File: src/pkg/eapps_pkg.sv
package eapps_pkg;

    // ------------------------------------------------------------
    // register map
    // ------------------------------------------------------------
    localparam logic [3:0] EAPPS_OFS_BUS_CTRL   = 4'h0;
    localparam logic [3:0] EAPPS_OFS_A_FUNC     = 4'h1;
    localparam logic [3:0] EAPPS_OFS_A_DIR      = 4'h2;
    localparam logic [3:0] EAPPS_OFS_A_DATA     = 4'h3;
    localparam logic [3:0] EAPPS_OFS_A_PULLUP   = 4'h4;
    localparam logic [3:0] EAPPS_OFS_B_PERIPH   = 4'h5;
    localparam logic [3:0] EAPPS_OFS_B_DIR      = 4'h6;
    localparam logic [3:0] EAPPS_OFS_B_DATA     = 4'h7;
    localparam logic [3:0] EAPPS_OFS_B_PULLUP   = 4'h8;
    localparam logic [3:0] EAPPS_OFS_A_PINS     = 4'h9;
    localparam logic [3:0] EAPPS_OFS_B_PINS     = 4'hA;

    // ------------------------------------------------------------
    // fields and reset values
    // ------------------------------------------------------------
    localparam int         EAPPS_DRV_BIT        = 0;
    localparam logic       EAPPS_RST_DRV        = 1'h0;
    localparam logic [7:0] EAPPS_RST_A_FUNC     = 8'h00;
    localparam logic [7:0] EAPPS_RST_A_PULLUP   = 8'hFF;
    localparam logic [3:0] EAPPS_RST_B_PULLUP   = 4'hF;
    localparam logic [7:0] EAPPS_RST_A_DIR      = 8'h00;
    localparam logic [3:0] EAPPS_RST_B_DIR      = 4'h0;
    localparam logic [7:0] EAPPS_RST_A_DATA     = 8'h00;
    localparam logic [3:0] EAPPS_RST_B_DATA     = 4'h0;
    localparam logic [3:0] EAPPS_RST_B_PER      = 4'h0;

endpackage : eapps_pkg

File: src/core/eapps_pin_share.sv
// The strobed register port and the placing of the registers were chosen for this implementation.
`timescale 1ns/1ps

// How it works
// RULE_01 - address lines 8..15 are driven out on the port A pins for external accesses.
// RULE_02 - with bus drive select clear, address pins float while the external bus is idle.
// RULE_03 - each port A pin in gpio use has its own direction bit.
// RULE_04 - after reset port A pins take the address function.
// RULE_05 - every shared pin has a pull-up that stays on until its enable bit is cleared.
// RULE_06 - pull-up enable bit n controls port pin n.
// RULE_07 - each port B pin in gpio use has its own direction bit.
// RULE_08 - port B pins in address use carry address lines 16..19.
// RULE_09 - port B function after reset follows the memory mode strap and flash security.
// RULE_10 - port B peripheral enable bits turn gpio off per pin for address use.
// RULE_11 - all shared pins float during reset.
module eapps_pin_share
    import eapps_pkg::*;
#(
    parameter int A_W = 8,
    parameter int B_W = 4
) (
    input  wire logic             clk,
    input  wire logic             reset,
    input  wire logic [3:0]       reg_addr,
    input  wire logic [15:0]      reg_wdata,
    input  wire logic             reg_wr,
    input  wire logic             reg_rd,
    output logic      [15:0]      reg_rdata,
    input  wire logic [19:8]      ext_addr,
    input  wire logic             ext_bus_active,
    input  wire logic             ext_mem_mode_strap,
    input  wire logic             flash_secure,
    input  wire logic [A_W-1:0]   pa_in,
    output logic      [A_W-1:0]   pa_out,
    output logic      [A_W-1:0]   pa_oe_n,
    output logic      [A_W-1:0]   pa_pullup,
    input  wire logic [B_W-1:0]   pb_in,
    output logic      [B_W-1:0]   pb_out,
    output logic      [B_W-1:0]   pb_oe_n,
    output logic      [B_W-1:0]   pb_pullup
);

    // ------------------------------------------------------------
    // control registers
    // ------------------------------------------------------------
    logic             drv_r,     drv_nxt;
    logic [A_W-1:0]   a_func_r,  a_func_nxt;
    logic [A_W-1:0]   a_dir_r,   a_dir_nxt;
    logic [A_W-1:0]   a_dat_r,   a_dat_nxt;
    logic [A_W-1:0]   a_pu_r,    a_pu_nxt;
    logic [B_W-1:0]   b_per_r,   b_per_nxt;
    logic [B_W-1:0]   b_dir_r,   b_dir_nxt;
    logic [B_W-1:0]   b_dat_r,   b_dat_nxt;
    logic [B_W-1:0]   b_pu_r,    b_pu_nxt;
    logic             strap_done_r, strap_done_nxt;
    logic [15:0]      rdata_nxt;
    logic [A_W-1:0]   pa_s1_r, pa_s2_r, pa_s3_r, pa_q_r, pa_q_nxt;
    logic [B_W-1:0]   pb_s1_r, pb_s2_r, pb_s3_r, pb_q_r, pb_q_nxt;
    logic [A_W-1:0]   pa_out_nxt, pa_oe_nxt;
    logic [B_W-1:0]   pb_out_nxt, pb_oe_nxt;
    logic             addr_drive;

    // ------------------------------------------------------------
    // register write and strap capture
    // ------------------------------------------------------------
    always_comb begin
        drv_nxt        = drv_r;
        a_func_nxt     = a_func_r;
        a_dir_nxt      = a_dir_r;
        a_dat_nxt      = a_dat_r;
        a_pu_nxt       = a_pu_r;
        b_per_nxt      = b_per_r;
        b_dir_nxt      = b_dir_r;
        b_dat_nxt      = b_dat_r;
        b_pu_nxt       = b_pu_r;
        strap_done_nxt = 1'h1;
        // strap caught on first cycle after reset
        if (!strap_done_r) begin
            b_per_nxt = (ext_mem_mode_strap && !flash_secure) ? {B_W{1'b1}} : {B_W{1'b0}}; // RULE_09
        end
        if (reg_wr) begin
            unique case (reg_addr)
                EAPPS_OFS_BUS_CTRL: drv_nxt    = reg_wdata[EAPPS_DRV_BIT];     // RULE_02
                EAPPS_OFS_A_FUNC:   a_func_nxt = reg_wdata[A_W-1:0];
                EAPPS_OFS_A_DIR:    a_dir_nxt  = reg_wdata[A_W-1:0];           // RULE_03
                EAPPS_OFS_A_DATA:   a_dat_nxt  = reg_wdata[A_W-1:0];
                EAPPS_OFS_A_PULLUP: a_pu_nxt   = reg_wdata[A_W-1:0];           // RULE_06
                EAPPS_OFS_B_PERIPH: b_per_nxt  = reg_wdata[B_W-1:0];           // RULE_10
                EAPPS_OFS_B_DIR:    b_dir_nxt  = reg_wdata[B_W-1:0];           // RULE_07
                EAPPS_OFS_B_DATA:   b_dat_nxt  = reg_wdata[B_W-1:0];
                EAPPS_OFS_B_PULLUP: b_pu_nxt   = reg_wdata[B_W-1:0];           // RULE_06
                default: ;
            endcase
        end
    end

    // ------------------------------------------------------------
    // control register state
    // ------------------------------------------------------------
    always_ff @(posedge clk) begin
        if (reset) begin
            drv_r        <= EAPPS_RST_DRV;
            a_func_r     <= EAPPS_RST_A_FUNC;                                  // RULE_04
            a_dir_r      <= EAPPS_RST_A_DIR;
            a_dat_r      <= EAPPS_RST_A_DATA;
            a_pu_r       <= EAPPS_RST_A_PULLUP;                                // RULE_05
            b_per_r      <= EAPPS_RST_B_PER;
            b_dir_r      <= EAPPS_RST_B_DIR;
            b_dat_r      <= EAPPS_RST_B_DATA;
            b_pu_r       <= EAPPS_RST_B_PULLUP;                                // RULE_05
            strap_done_r <= 1'h0;
        end else begin
            drv_r        <= drv_nxt;
            a_func_r     <= a_func_nxt;
            a_dir_r      <= a_dir_nxt;
            a_dat_r      <= a_dat_nxt;
            a_pu_r       <= a_pu_nxt;
            b_per_r      <= b_per_nxt;
            b_dir_r      <= b_dir_nxt;
            b_dat_r      <= b_dat_nxt;
            b_pu_r       <= b_pu_nxt;
            strap_done_r <= strap_done_nxt;
        end
    end

    // ------------------------------------------------------------
    // pin input synchronisers
    // ------------------------------------------------------------
    always_comb begin
        pa_q_nxt = pa_q_r;
        pb_q_nxt = pb_q_r;
        if (pa_s2_r == pa_s3_r) begin
            pa_q_nxt = pa_s3_r;
        end
        if (pb_s2_r == pb_s3_r) begin
            pb_q_nxt = pb_s3_r;
        end
    end

    always_ff @(posedge clk) begin
        pa_s1_r <= pa_in;
        pa_s2_r <= pa_s1_r;
        pa_s3_r <= pa_s2_r;
        pb_s1_r <= pb_in;
        pb_s2_r <= pb_s1_r;
        pb_s3_r <= pb_s2_r;
        if (reset) begin
            pa_q_r <= '0;
            pb_q_r <= '0;
        end else begin
            pa_q_r <= pa_q_nxt;
            pb_q_r <= pb_q_nxt;
        end
    end

    // ------------------------------------------------------------
    // pin drive
    // ------------------------------------------------------------
    assign addr_drive = ext_bus_active || drv_r;                               // RULE_02

    always_comb begin
        for (int i = 0; i < A_W; i++) begin
            if (!a_func_r[i]) begin
                pa_out_nxt[i] = ext_addr[8+i];                                 // RULE_01
                pa_oe_nxt[i]  = !addr_drive;
            end else begin
                pa_out_nxt[i] = a_dat_r[i];
                pa_oe_nxt[i]  = !a_dir_r[i];                                   // RULE_03
            end
        end
        for (int j = 0; j < B_W; j++) begin
            if (b_per_r[j]) begin
                pb_out_nxt[j] = ext_addr[16+j];                                // RULE_08
                pb_oe_nxt[j]  = !addr_drive;
            end else begin
                pb_out_nxt[j] = b_dat_r[j];
                pb_oe_nxt[j]  = !b_dir_r[j];                                   // RULE_07
            end
        end
    end

    // ------------------------------------------------------------
    // register read
    // ------------------------------------------------------------
    always_comb begin
        rdata_nxt = '0;
        if (reg_rd) begin
            unique case (reg_addr)
                EAPPS_OFS_BUS_CTRL: rdata_nxt[EAPPS_DRV_BIT] = drv_r;
                EAPPS_OFS_A_FUNC:   rdata_nxt[A_W-1:0] = a_func_r;
                EAPPS_OFS_A_DIR:    rdata_nxt[A_W-1:0] = a_dir_r;
                EAPPS_OFS_A_DATA:   rdata_nxt[A_W-1:0] = a_dat_r;
                EAPPS_OFS_A_PULLUP: rdata_nxt[A_W-1:0] = a_pu_r;
                EAPPS_OFS_B_PERIPH: rdata_nxt[B_W-1:0] = b_per_r;
                EAPPS_OFS_B_DIR:    rdata_nxt[B_W-1:0] = b_dir_r;
                EAPPS_OFS_B_DATA:   rdata_nxt[B_W-1:0] = b_dat_r;
                EAPPS_OFS_B_PULLUP: rdata_nxt[B_W-1:0] = b_pu_r;
                EAPPS_OFS_A_PINS:   rdata_nxt[A_W-1:0] = pa_q_r;
                EAPPS_OFS_B_PINS:   rdata_nxt[B_W-1:0] = pb_q_r;
                default: ;
            endcase
        end
    end

    always_ff @(posedge clk) begin
        if (reset) begin
            reg_rdata <= '0;
            pa_out    <= '0;
            pa_oe_n   <= '1;                                                   // RULE_11
            pa_pullup <= EAPPS_RST_A_PULLUP;
            pb_out    <= '0;
            pb_oe_n   <= '1;                                                   // RULE_11
            pb_pullup <= EAPPS_RST_B_PULLUP;
        end else begin
            reg_rdata <= rdata_nxt;
            pa_out    <= pa_out_nxt;
            pa_oe_n   <= pa_oe_nxt;
            pa_pullup <= a_pu_r;                                               // RULE_05
            pb_out    <= pb_out_nxt;
            pb_oe_n   <= pb_oe_nxt;
            pb_pullup <= b_pu_r;                                               // RULE_05
        end
    end

endmodule : eapps_pin_share

File: config.mk
export PLATFORM = sky130hd
export DESIGN_NAME = eapps_pin_share
export DESIGN_NICKNAME = d
export VERILOG_FILES = /design/src/pkg/eapps_pkg.sv /design/src/core/eapps_pin_share.sv
export SDC_FILE = /design/constraint.sdc
export NUM_CORES = 1
export LEC_CHECK = 0
export BUFFER_PORTS_ARGS = -buffer_cell sky130_fd_sc_hd__buf_2
export CORE_ASPECT_RATIO = 1.75
export CORE_MARGIN = 5
export CORE_UTILIZATION = 31
export CTS_BUF_LIST = sky130_fd_sc_hd__clkbuf_16
export DETAILED_ROUTE_END_ITERATION = 8
export GPL_TIMING_DRIVEN = 1
export PLACE_DENSITY = 0.52
export SLEW_MARGIN = 0
export SYNTH_ARGS = -nofsm -noshare
export SYNTH_HDL_FRONTEND = slang
export SYNTH_SLANG_ARGS = --single-unit
File: constraint.sdc
create_clock -name clk -period 1.65 [get_ports clk]
set_input_delay 0.165 -clock clk [delete_from_list [all_inputs] [get_ports clk]]
set_output_delay 0.165 -clock clk [all_outputs]
set_load 0.005 [all_outputs]
==> impl_results.md, run 1 <==
- Setup-failing EPs final: 0
- Post-CTS sizing: 0
- VDD IR max: ~580 µV
- Row count: just over 60
- Total number of vias: 4026
- Top FF cell, synth: dfxtp_1
- Clock tree buffer depth: 2
- Share of layout cells above drive strength 1: 0.2512
- Reg clk slew, reported paths: 0.07 ns
- Vias in the first global route: between 4000 and 5000
- Post-synthesis cell count: slightly above 500
- Final Non-Filler Cells: 865
- Setup bufs post-CTS: 0
- CP Capture Type: flop
- Tmin final: about 1.4 ns
- GR peak layer: met2
- Post-Syn Area per Cell: a little over 10 µm²
- CTS Hold Bufs: 24
- Crit path kind: reg -> reg
- I/O pins: slightly above 100
- Global-route wire length before repair: around 22000 µm
- First-pass iteration count of the detailed router: 5
- Gr usage total: 0.1488
- M3 GR Usage: 0.03964
- Final period util: 0.8733
- Asr flop ratio synth: 0
- Root buffer cell: clkbuf_16
- R2R setup slack: around 0.21 ns
- Sink Count: roughly 140
- Worst path required time: 2.02 ns
- Syn-to-layout area delta: 29.75%
- Pin count of the biggest net entering global routing: between 60 and 70
- GPL Wtd Cong: ~0.88
- Post-DP Area: 5904 µm²
- CTS Buf Count: 17
- Post-synth EDFFs: 0
- Vias per std cell: 4.654
- Starting Density: 0.3158
- H-Tree Depth: 4
- CP startpoint kind: flop
- Nets: about 680
- GR Util met2: 0.2722
- Crit Path Max Fanout: 12
- Max Freq: 694.0 MHz
- Final Instance Area: roughly 6700 µm²
- Final slew viol count: 0
- DP Wirelength: ~10000 µm
- Fin. Hold Viols: 0
- Worst Clk Skew: between 0.01 and 0.015 ns
- Yosys reg bits: around 140
- Remaining DRCs: 0
- Die Y: ~180 µm
- Register area share after synthesis: 0.5473
- Max Cap Viol: 0
- WL/cell: about 16 µm
- Initial antenna violation count: 1
- Overall power: roughly 8.0 mW
- Least-Margin Pin Slew: approximately 1.0 ns
- Synth unique cells: 48
- Antenna diode count: 0
- Antenna Nets Post-Route: 0
- Initial DRC Count: approximately 190
- Cell Area, Synth: just over 5000 µm²
- Routed wire length: approximately 14000 µm
- Ys Warns: 0
- Die X: roughly 110 µm
- Slew margin rel.: 0.3300
- Data arrival time of the critical path: approximately 1.8 ns
- Status: finished, final reports clean
- Core region area: between 15000 and 20000 µm²
- Count of input and output buffers: 86
- Placed Cells: between 800 and 900
- Clk_lat worst skew: ~0.42 ns
- TritonCTS clock tree: built
- Die ar.: 19540 µm²
- Leak: between 2 and 3 nW
- Setup_tns: 0 ns
- Unrepaired setup endpoints after global routing: false
- PwrDens: approximately 1200 nW/µm²
- Grt met1 use: 0.1472
- Grt ovf: 0
- Hold WC Path Type: in -> reg
-- cells in the mapped netlist (7+ instances only) --
cell	count	area, µm²
buf_4	11	82.58
clkbuf_1	11	41.29
o211ai_1	12	90.09
nor2_1	53	198.9
buf_2	9	45.04
o21ai_0	12	60.06
mux2i_1	58	580.6
dfxtp_1	142	2843
mux2_2	7	78.83
xnor2_1	12	105.1
a21oi_1	11	55.05
nand3_1	10	50.05
or2_2	12	75.07
nand2_1	66	247.7
-- power by group --
part / switching, mW / internal (mW) / total [mW]
registers: 0.0603 / 3.54 / 3.60
logic: 0.281 / 0.247 / 0.527
clock network: 1.68 / 2.16 / 3.85
-- critical path, cell delays in order, from the launching register on --
cell and delay [ns]:
dfxtp_1 0.33, nor2_1 0.77, o21ai_0 0.17, nand2_1 0.11
-- sequential cells by signal, summed over array words and instances (netlist names), 8 cells and up --
signal     count
a_dat_r        8
reg_rdata      8
pa_s3_r        8
a_pu_r         8
pa_oe_n        8
pa_pullup      8
pa_q_r         8
a_dir_r        8
pa_s1_r        8
a_func_r       8
pa_s2_r        8
pa_out         8
-- kinds of logic after synthesis --
family	Yosys count	share of synthesized area
AO/OA/AOI/OAI	75	0.1019
XOR/XNOR	12	0.02024
buffers and inverters	39	0.03975
flip-flops	142	0.5473
multiplexers	67	0.1313
other	1	0.0007220
AND/OR/NAND/NOR	173	0.1588
-- final timing paths --
kind / from / to / cells past startpoint
worst max register to register: drv_r$_SDFFE_PP0P_ / pa_oe_n[5]$_SDFF_PP1_ / 3
worst min register to register: pa_s1_r[0]$_DFF_P_ / pa_s2_r[0]$_DFF_P_ / 0
worst max-delay path: drv_r$_SDFFE_PP0P_ / pa_oe_n[5]$_SDFF_PP1_ / 3
worst min-delay path: reg_wdata[4] / a_pu_r[4]$_SDFFE_PP1P_ / 3
-- cells in the final DEF, fill, tap and decap left out, types with 7 or more instances in the layout --
master	instances
nor2_1	53
mux2i_1	58
o211ai_1	12
o21ai_0	12
buf_4	13
nand3_1	10
a21oi_1	11
mux2_2	7
dfxtp_1	142
xnor2_1	12
nand2_1	66
clkbuf_16	17
dlygate4sd3_1	24
buf_2	86
conb_1	8
or2_2	12
-- routing by layer --
layer	wire [µm]	up-vias
met5	11	-
met4	606	2
met3	793	34
met2	7606	130
met1	5081	1876
li1	-	1984
-- through the flow --
stage / setup slack (ns) / utilization / hold slack, ns
2_1_floorplan: 0.4475 / - / 0.1927
4_1_cts: 0.1180 / 0.4098 / 0.04487
3_3_place_gp: 0.1175 / 0.3590 / 0.2679
6_report: 0.2091 / 0.4098 / 0.04822
5_1_grt: 0.04251 / 0.4098 / 0.06970
3_5_place_dp: 0.1092 / 0.3590 / 0.2686
-- layout make-up --
type / instances / area [µm²]
Clock buffer: 17 / 425.4
Clock inverter: 15 / 168.9
Fill cell: 1674 / 9707
Inverter: 6 / 22.52
Multi-Input combinational cell: 335 / 2171
Sequential cell: 142 / 2843
Tap cell: 224 / 280.3
Timing Repair Buffer: 126 / 828.3
Power figures use the tool's default switching activity.
==> inputs of run 2 (changes only) <==
==> constraint.sdc (replaced) <==
create_clock -name clk -period 1.8 [get_ports clk]
set_input_delay 0.18 -clock clk [delete_from_list [all_inputs] [get_ports clk]]
set_output_delay 0.18 -clock clk [all_outputs]
set_load 0.005 [all_outputs]
==> impl_results.md, run 2 (synthesized netlist as in run 1, its figures left out) <==
- Commonest non-fill, non-tap cell in the layout: dfxtp_1
- Crit path kind: reg -> reg
- CTS Buf Count: 17 (unchanged)
- Row count: 62 (unchanged)
- Least-Margin Pin Slew: 0.5189 ns (-0.4824 ns)
- Data arrival time of the critical path: 1.74 ns (-0.07 ns)
- I/O pins: 103 (unchanged)
- Final period util: 0.7942 (-0.07915)
- Total number of vias: 3944 (-2.0%)
- Hold WC Path Type: in -> reg
- Worst Setup SP: a_dat_r[0]$_SDFFE_PP0P_
- Sink Count: 142 (unchanged)
- Overall power: 7.072 mW (-11%)
- First-pass iteration count of the detailed router: 4 (-1)
- Critical R2R Capture: reg_rdata[0]$_SDFF_PP0_
- Clk_lat worst skew: 0.42 ns (about the same)
- Worst Reg2Reg Path Length in Cells: 4 (+1)
- Remaining DRCs: 0 (unchanged)
- Crit path capture: reg_rdata[0]$_SDFF_PP0_
- Setup_tns: 0 ns (unchanged)
- Leak: 2.871 nW (-1.6%)
- Clock tree buffer depth: 2 (unchanged)
- WL/cell: 15.99 µm (-1.9%)
- Die Y: 181.2 µm (unchanged)
- Count of input and output buffers: 86 (unchanged)
- Vias in the first global route: 3990 (-3.0%)
- Setup-failing EPs final: 0 (unchanged)
- Worst r2r src: a_dat_r[0]$_SDFFE_PP0P_
- Reg clk slew, reported paths: 0.06 ns (about the same)
- Fin. Hold Viols: 0 (unchanged)
- Gr usage total: 0.1470 (-0.001819)
- CP cell instances: mux2_1 -> a221oi_1 -> nor3_1 -> o21a_1
- TritonCTS clock tree: built
- CP startpoint kind: flop
- Die ar.: 19540 µm² (unchanged)
- Die X: 107.8 µm (unchanged)
- Critical path depth: 4 (+1)
- Worst path required time: 2.11 ns (+0.09 ns)
- Initial antenna violation count: 1 (unchanged)
- DP Wirelength: 10350 µm (about the same)
- Global-route wire length before repair: 21690 µm (-1.2%)
- Unrepaired setup endpoints after global routing: false
- Slowest stage delay, CP: 0.43 ns (-0.34 ns)
- Starting Density: 0.3158 (unchanged)
- Max Freq: 699.6 MHz (+0.80%)
- Final-layout fill cell count: 1676 (+0.12%)
- H-Tree Depth: 4 (unchanged)
- Delay-heaviest family, CP: compound AO/OA/AOI/OAI gates
- Core region area: 16450 µm² (unchanged)
- Initial DRC Count: 171 (-9.0%)
- Post-CTS sizing: 0 (unchanged)
- Worst Clk Skew: 0.007201 ns (-0.004910 ns)
- Slowest-stage cell, CP: a221oi_1
- VDD IR max: 531.4 µV (-7.6%)
- Slew margin rel.: 0.6537 (+0.3237)
- Pin count of the biggest net entering global routing: 42 (-36%)
- R2R setup slack: 0.37 ns (+0.16 ns)
- GPL Wtd Cong: 0.8828 (+0.80%)
- PwrDens: 1065 nW/µm² (-9.9%)
- Hold_sp: reset
- Most frequent cells in the layout: dfxtp_1, buf_2, nand2_1
- Max Cap Viol: 0 (unchanged)
- Root buffer cell: clkbuf_16
- Tmin final: 1.429 ns (-0.01147 ns)
- Antenna diode count: 0 (unchanged)
- Syn-to-layout area delta: 27.82%
- Nets: 676 (-0.44%)
- Crit Path Max Fanout: 3 (-9)
- Routed wire length: 13790 µm (-2.2%)
- CP Capture Type: flop
- Status: finished, final reports clean
- Final slew viol count: 0 (unchanged)
- Antenna Nets Post-Route: 0 (unchanged)
- Vias per std cell: 4.575 (-1.7%)
- Share of layout cells above drive strength 1: 0.2492 (-0.001954)
- Grt ovf: 0 (unchanged)
- WP buf/inv: 0 (unchanged)
[run 2: changes by cell type in the layout (fill, tap and decap cells not counted), moves of 2 or more]
cell,previous run,this run
clkinvlp_4,2,4
dlygate4sd3_1,24,21
inv_8,6,1
buf_4,13,16
clkinv_4,0,2
buf_12,3,0
[run 2: through the flow]
step,setup slack (ns),utilization,cells,area [µm²],hold slack (ns)
final,0.3705,0.4037,862,6639,0.02497
after detailed placement,0.1580,0.3567,809,5867,0.2836
after floorplan,0.5920,-,516,5220,0.2077
after global routing,0.2701,0.4037,862,6639,0.02705
after CTS,0.3651,0.4037,862,6639,0.004910
after global placement,0.1716,0.3567,809,5867,0.2826
[run 2: layout make-up]
type                            count  area [µm²]  share of cell area
Sequential cell                   142        2843              0.4282
Tap cell                          224       280.3             0.04222
Multi-Input combinational cell    335        2171              0.3270
Clock buffer                       17       425.4             0.06408
Inverter                            6       22.52            0.003392
Clock inverter                     15       136.4             0.02054
Timing Repair Buffer              123       760.7              0.1146
[run 2: worst min-delay path by stage]
| stage | end | depth (start not counted) | slack (ns) |
|---|---|---|---|
| after floorplan | pa_s1_r[0]$_DFF_P_ | 0 | 0.21 |
| after global placement | pb_s1_r[3]$_DFF_P_ | 1 | 0.28 |
| after detailed placement | pa_s1_r[0]$_DFF_P_ | 1 | 0.28 |
| after CTS | pa_out[2]$_SDFF_PP0_ | 3 | 0.005 |
| after global routing | pa_pullup[5]$_SDFF_PP1_ | 2 | 0.03 |
| final | pa_pullup[6]$_SDFF_PP1_ | 2 | 0.02 |
[run 2: power breakdown]
group | internal [mW] | total, mW | switching [mW]
Sequential | 3.24 | 3.30 | 0.0550
Clock | 1.92 | 3.31 | 1.39
Combinational | 0.214 | 0.466 | 0.252
[run 2: worst reg2reg max path: stages (launching register included)]
cell and delay, ns:
dfxtp_1 0.33, mux2_1 0.30, a221oi_1 0.43, nor3_1 0.10
o21a_1 0.18
[run 2: layer usage]
| metal | GRT usage | vias up | wire length, µm |
|---|---|---|---|
| met5 | 0 | - | 7 |
| met4 | 0.07685 | 2 | 515 |
| met3 | 0.03893 | 35 | 617 |
| met2 | 0.2679 | 113 | 7513 |
| met1 | 0.1495 | 1821 | 5132 |
| li1 | - | 1973 | - |
[run 2: what timing repair did]
| item | CTS | global route |
|---|---|---|
| hold buffers | 21 | 0 |
| endpoints found under the hold margin | 21 | 0 |
| buffers inserted | 0 | 0 |
==> inputs of run 3 (changes only) <==
--- a/config.mk
+++ b/config.mk
@@ -12,7 +12,7 @@
 export CTS_BUF_LIST = sky130_fd_sc_hd__clkbuf_16
 export DETAILED_ROUTE_END_ITERATION = 8
 export GPL_TIMING_DRIVEN = 1
-export PLACE_DENSITY = 0.52
+export PLACE_DENSITY = 0.54
 export SLEW_MARGIN = 0
 export SYNTH_ARGS = -nofsm -noshare
 export SYNTH_HDL_FRONTEND = slang
==> constraint.sdc (replaced) <==
create_clock -name clk -period 1.2 [get_ports clk]
set_input_delay 0.12 -clock clk [delete_from_list [all_inputs] [get_ports clk]]
set_output_delay 0.12 -clock clk [all_outputs]
set_load 0.005 [all_outputs]
==> impl_results.md, run 3 (synthesized netlist as in run 1, its figures left out) <==
- Final period util: 1.005 (+0.2111)
- First-pass iteration count of the detailed router: 4 (unchanged)
- Violated checks: negative setup slack
- Worst Clk Skew: 0.006163 ns (-0.001038 ns)
- NetSw: 2.784 mW (+64%)
- Commonest non-fill, non-tap cell in the layout: dfxtp_1
- Switching Fraction: 0.2526 (+0.01225)
- Leak: 3.088 nW (+7.6%)
- Status: complete, but fails checks
- CP Capture Type: flop
- CTS Buf Count: 17 (unchanged)
- Final slew viol count: 0 (unchanged)
- Die Y: 181.2 µm (unchanged)
- Vias in the first global route: 4373 (+9.6%)
- GPL Wtd Cong: 0.9014 (+2.1%)
- Die ar.: 19540 µm² (unchanged)
- Unrepaired setup endpoints after global routing: true
- Crit Path Max Fanout: 8 (+5)
- Hold_sp: reg_wdata[4]
- Routed wire length: 15140 µm (+9.8%)
- Antenna Nets Post-Route: 0 (unchanged)
- Max Cap Viol: 0 (unchanged)
- Die X: 107.8 µm (unchanged)
- Fin. Hold Viols: 0 (unchanged)
- Worst path required time: 1.54 ns (-0.57 ns)
- Syn-to-layout area delta: 35.65%
- Setup-failing EPs final: 2 (+2)
- Final WS setup: -0.006264 ns (-0.3768 ns)
- CP startpoint kind: flop
- Global-route wire length before repair: 23300 µm (+7.4%)
- Clk_lat worst skew: 0.41 ns (about the same)
- I/O pins: 103 (unchanged)
- Reg clk slew, reported paths: 0.06 ns (about the same)
- Total internal power: 8.239 mW (+53%)
- Comb pwr share: 0.075 (+0.009)
- Remaining DRCs: 0 (unchanged)
- TritonCTS clock tree: built
- Max Freq: 829.0 MHz (+19%)
- Final Non-Filler Cells: 895 (+3.8%)
- R2R setup slack: -0.006 ns (-0.38 ns)
- WL/cell: 16.91 µm (+5.7%)
- PwrDens: 1565 nW/µm² (+47%)
- Pin count of the biggest net entering global routing: 67 (+60%)
- Root buffer cell: clkbuf_16
- Final-layout fill cell count: 1655 (-1.3%)
- Share of layout cells above drive strength 1: 0.3149 (+0.06571)
- Worst Setup SP: pa_s2_r[4]$_DFF_P_
- Clock tree buffer depth: 2 (unchanged)
- Seq pwr share: 0.449 (-0.017)
- DP Wirelength: 11520 µm (+11%)
- Grt ovf: 0 (unchanged)
- Total number of vias: 4155 (+5.3%)
- Post-DP Area: 6132 µm² (+4.5%)
- Sink Count: 142 (unchanged)
- Row count: 62 (unchanged)
- Final Instance Area: 7046 µm² (+6.1%)
- Core region area: 16450 µm² (unchanged)
- Count of input and output buffers: 86 (unchanged)
- WHS: 0.03081 ns (+0.005837 ns)
- Nets: 708 (+4.7%)
- Clock share of power: 0.476 (+0.008)
- Data arrival time of the critical path: 1.55 ns (-0.19 ns)
- Worst slack, placed: -0.2359 ns (-0.3938 ns)
- Initial antenna violation count: 0 (-1)
- Tmin final: 1.206 ns (-0.2232 ns)
- Worst r2r src: pa_s2_r[4]$_DFF_P_
- Hold WC Path Type: in -> reg
- Initial DRC Count: 127 (-26%)
- Most frequent cells in the layout: dfxtp_1, buf_2, nand2_1
- Starting Density: 0.3158 (unchanged)
- Gr usage total: 0.1577 (+0.01073)
- Vias per std cell: 4.642 (+1.5%)
- H-Tree Depth: 4 (unchanged)
- VDD IR max: 901.7 µV (+70%)
- Crit path kind: reg -> reg
- Placed Cells: 837 (+3.5%)
==> run 3: cell count changes in the layout (fill, tap and decap cells not counted), sizes merged <==
| cell | change |
|---|---|
| dlygate4sd3 | +3 |
| clkinv | -1 |
| diode | +1 |
| buf | +29 |
| clkinvlp | -2 |
| inv | +3 |
==> run 3: worst max-delay path: stages (launching register included) <==
cell	delay (ns)
dfxtp_2	0.33
xnor2_2	0.15
nand4_1	0.17
nor2_4	0.17
buf_12	0.14
mux2i_1	0.18
==> run 3: path summary, 6_finish.rpt <==
kind,end,cells after the start
setup / recovery,pa_q_r[1]$_SDFFE_PP0N_,5
hold / removal,a_pu_r[4]$_SDFFE_PP1P_,3
setup reg to reg,pa_q_r[1]$_SDFFE_PP0N_,5
hold reg to reg,pb_s2_r[3]$_DFF_P_,0
==> run 3: routing by layer <==
layer  share of wire  vias to the layer above  track usage
met2            0.55                      108       0.2944
li1                -                     2035            -
met5               0                        -            0
met3           0.040                       32      0.03464
met1            0.35                     1980       0.1527
met4           0.052                        0      0.09606
==> run 3: power by group through the flow <==
stage / Sequential, mW / Combinational (mW) / Clock, mW
2_1_floorplan: 5.03 / 0.402 / 0
3_3_place_gp: 5.05 / 0.740 / 0
3_5_place_dp: 5.05 / 0.749 / 0
4_1_cts: 4.95 / 0.815 / 5.39
5_1_grt: 4.96 / 0.899 / 5.60
6_report: 4.95 / 0.822 / 5.25
==> run 3: what timing repair did <==
action | 4_1_cts | 5_1_grt
pin swaps | 3 | 15
setup buffers | 0 | 1
endpoints found under the setup margin | 15 | 16
resized for setup | 7 | 14
hold buffers | 24 | 0
endpoints found under the hold margin | 24 | 0
==> run 3: area by class of cell <==
class,instances,area [µm²],share of cell area
Sequential cell,142,2855,0.4053
Multi-Input combinational cell,335,2231,0.3166
Timing Repair Buffer,155,1059,0.1502
Clock buffer,17,425.4,0.06038
Tap cell,224,280.3,0.03978
Clock inverter,15,170.2,0.02415
Inverter,6,22.52,0.003197
Antenna cell,1,2.502,0.0003552
==> run 3: stage by stage <==
| step | util | TNS, ns | power [mW] |
|---|---|---|---|
| 2_1_floorplan | - | 0 | 5.437 |
| 3_3_place_gp | 0.3729 | -4.546 | 5.787 |
| 3_5_place_dp | 0.3729 | -5.964 | 5.800 |
| 4_1_cts | 0.4250 | -0.1064 | 11.15 |
| 5_1_grt | 0.4283 | -0.6139 | 11.46 |
| 6_report | 0.4284 | -0.006862 | 11.02 |
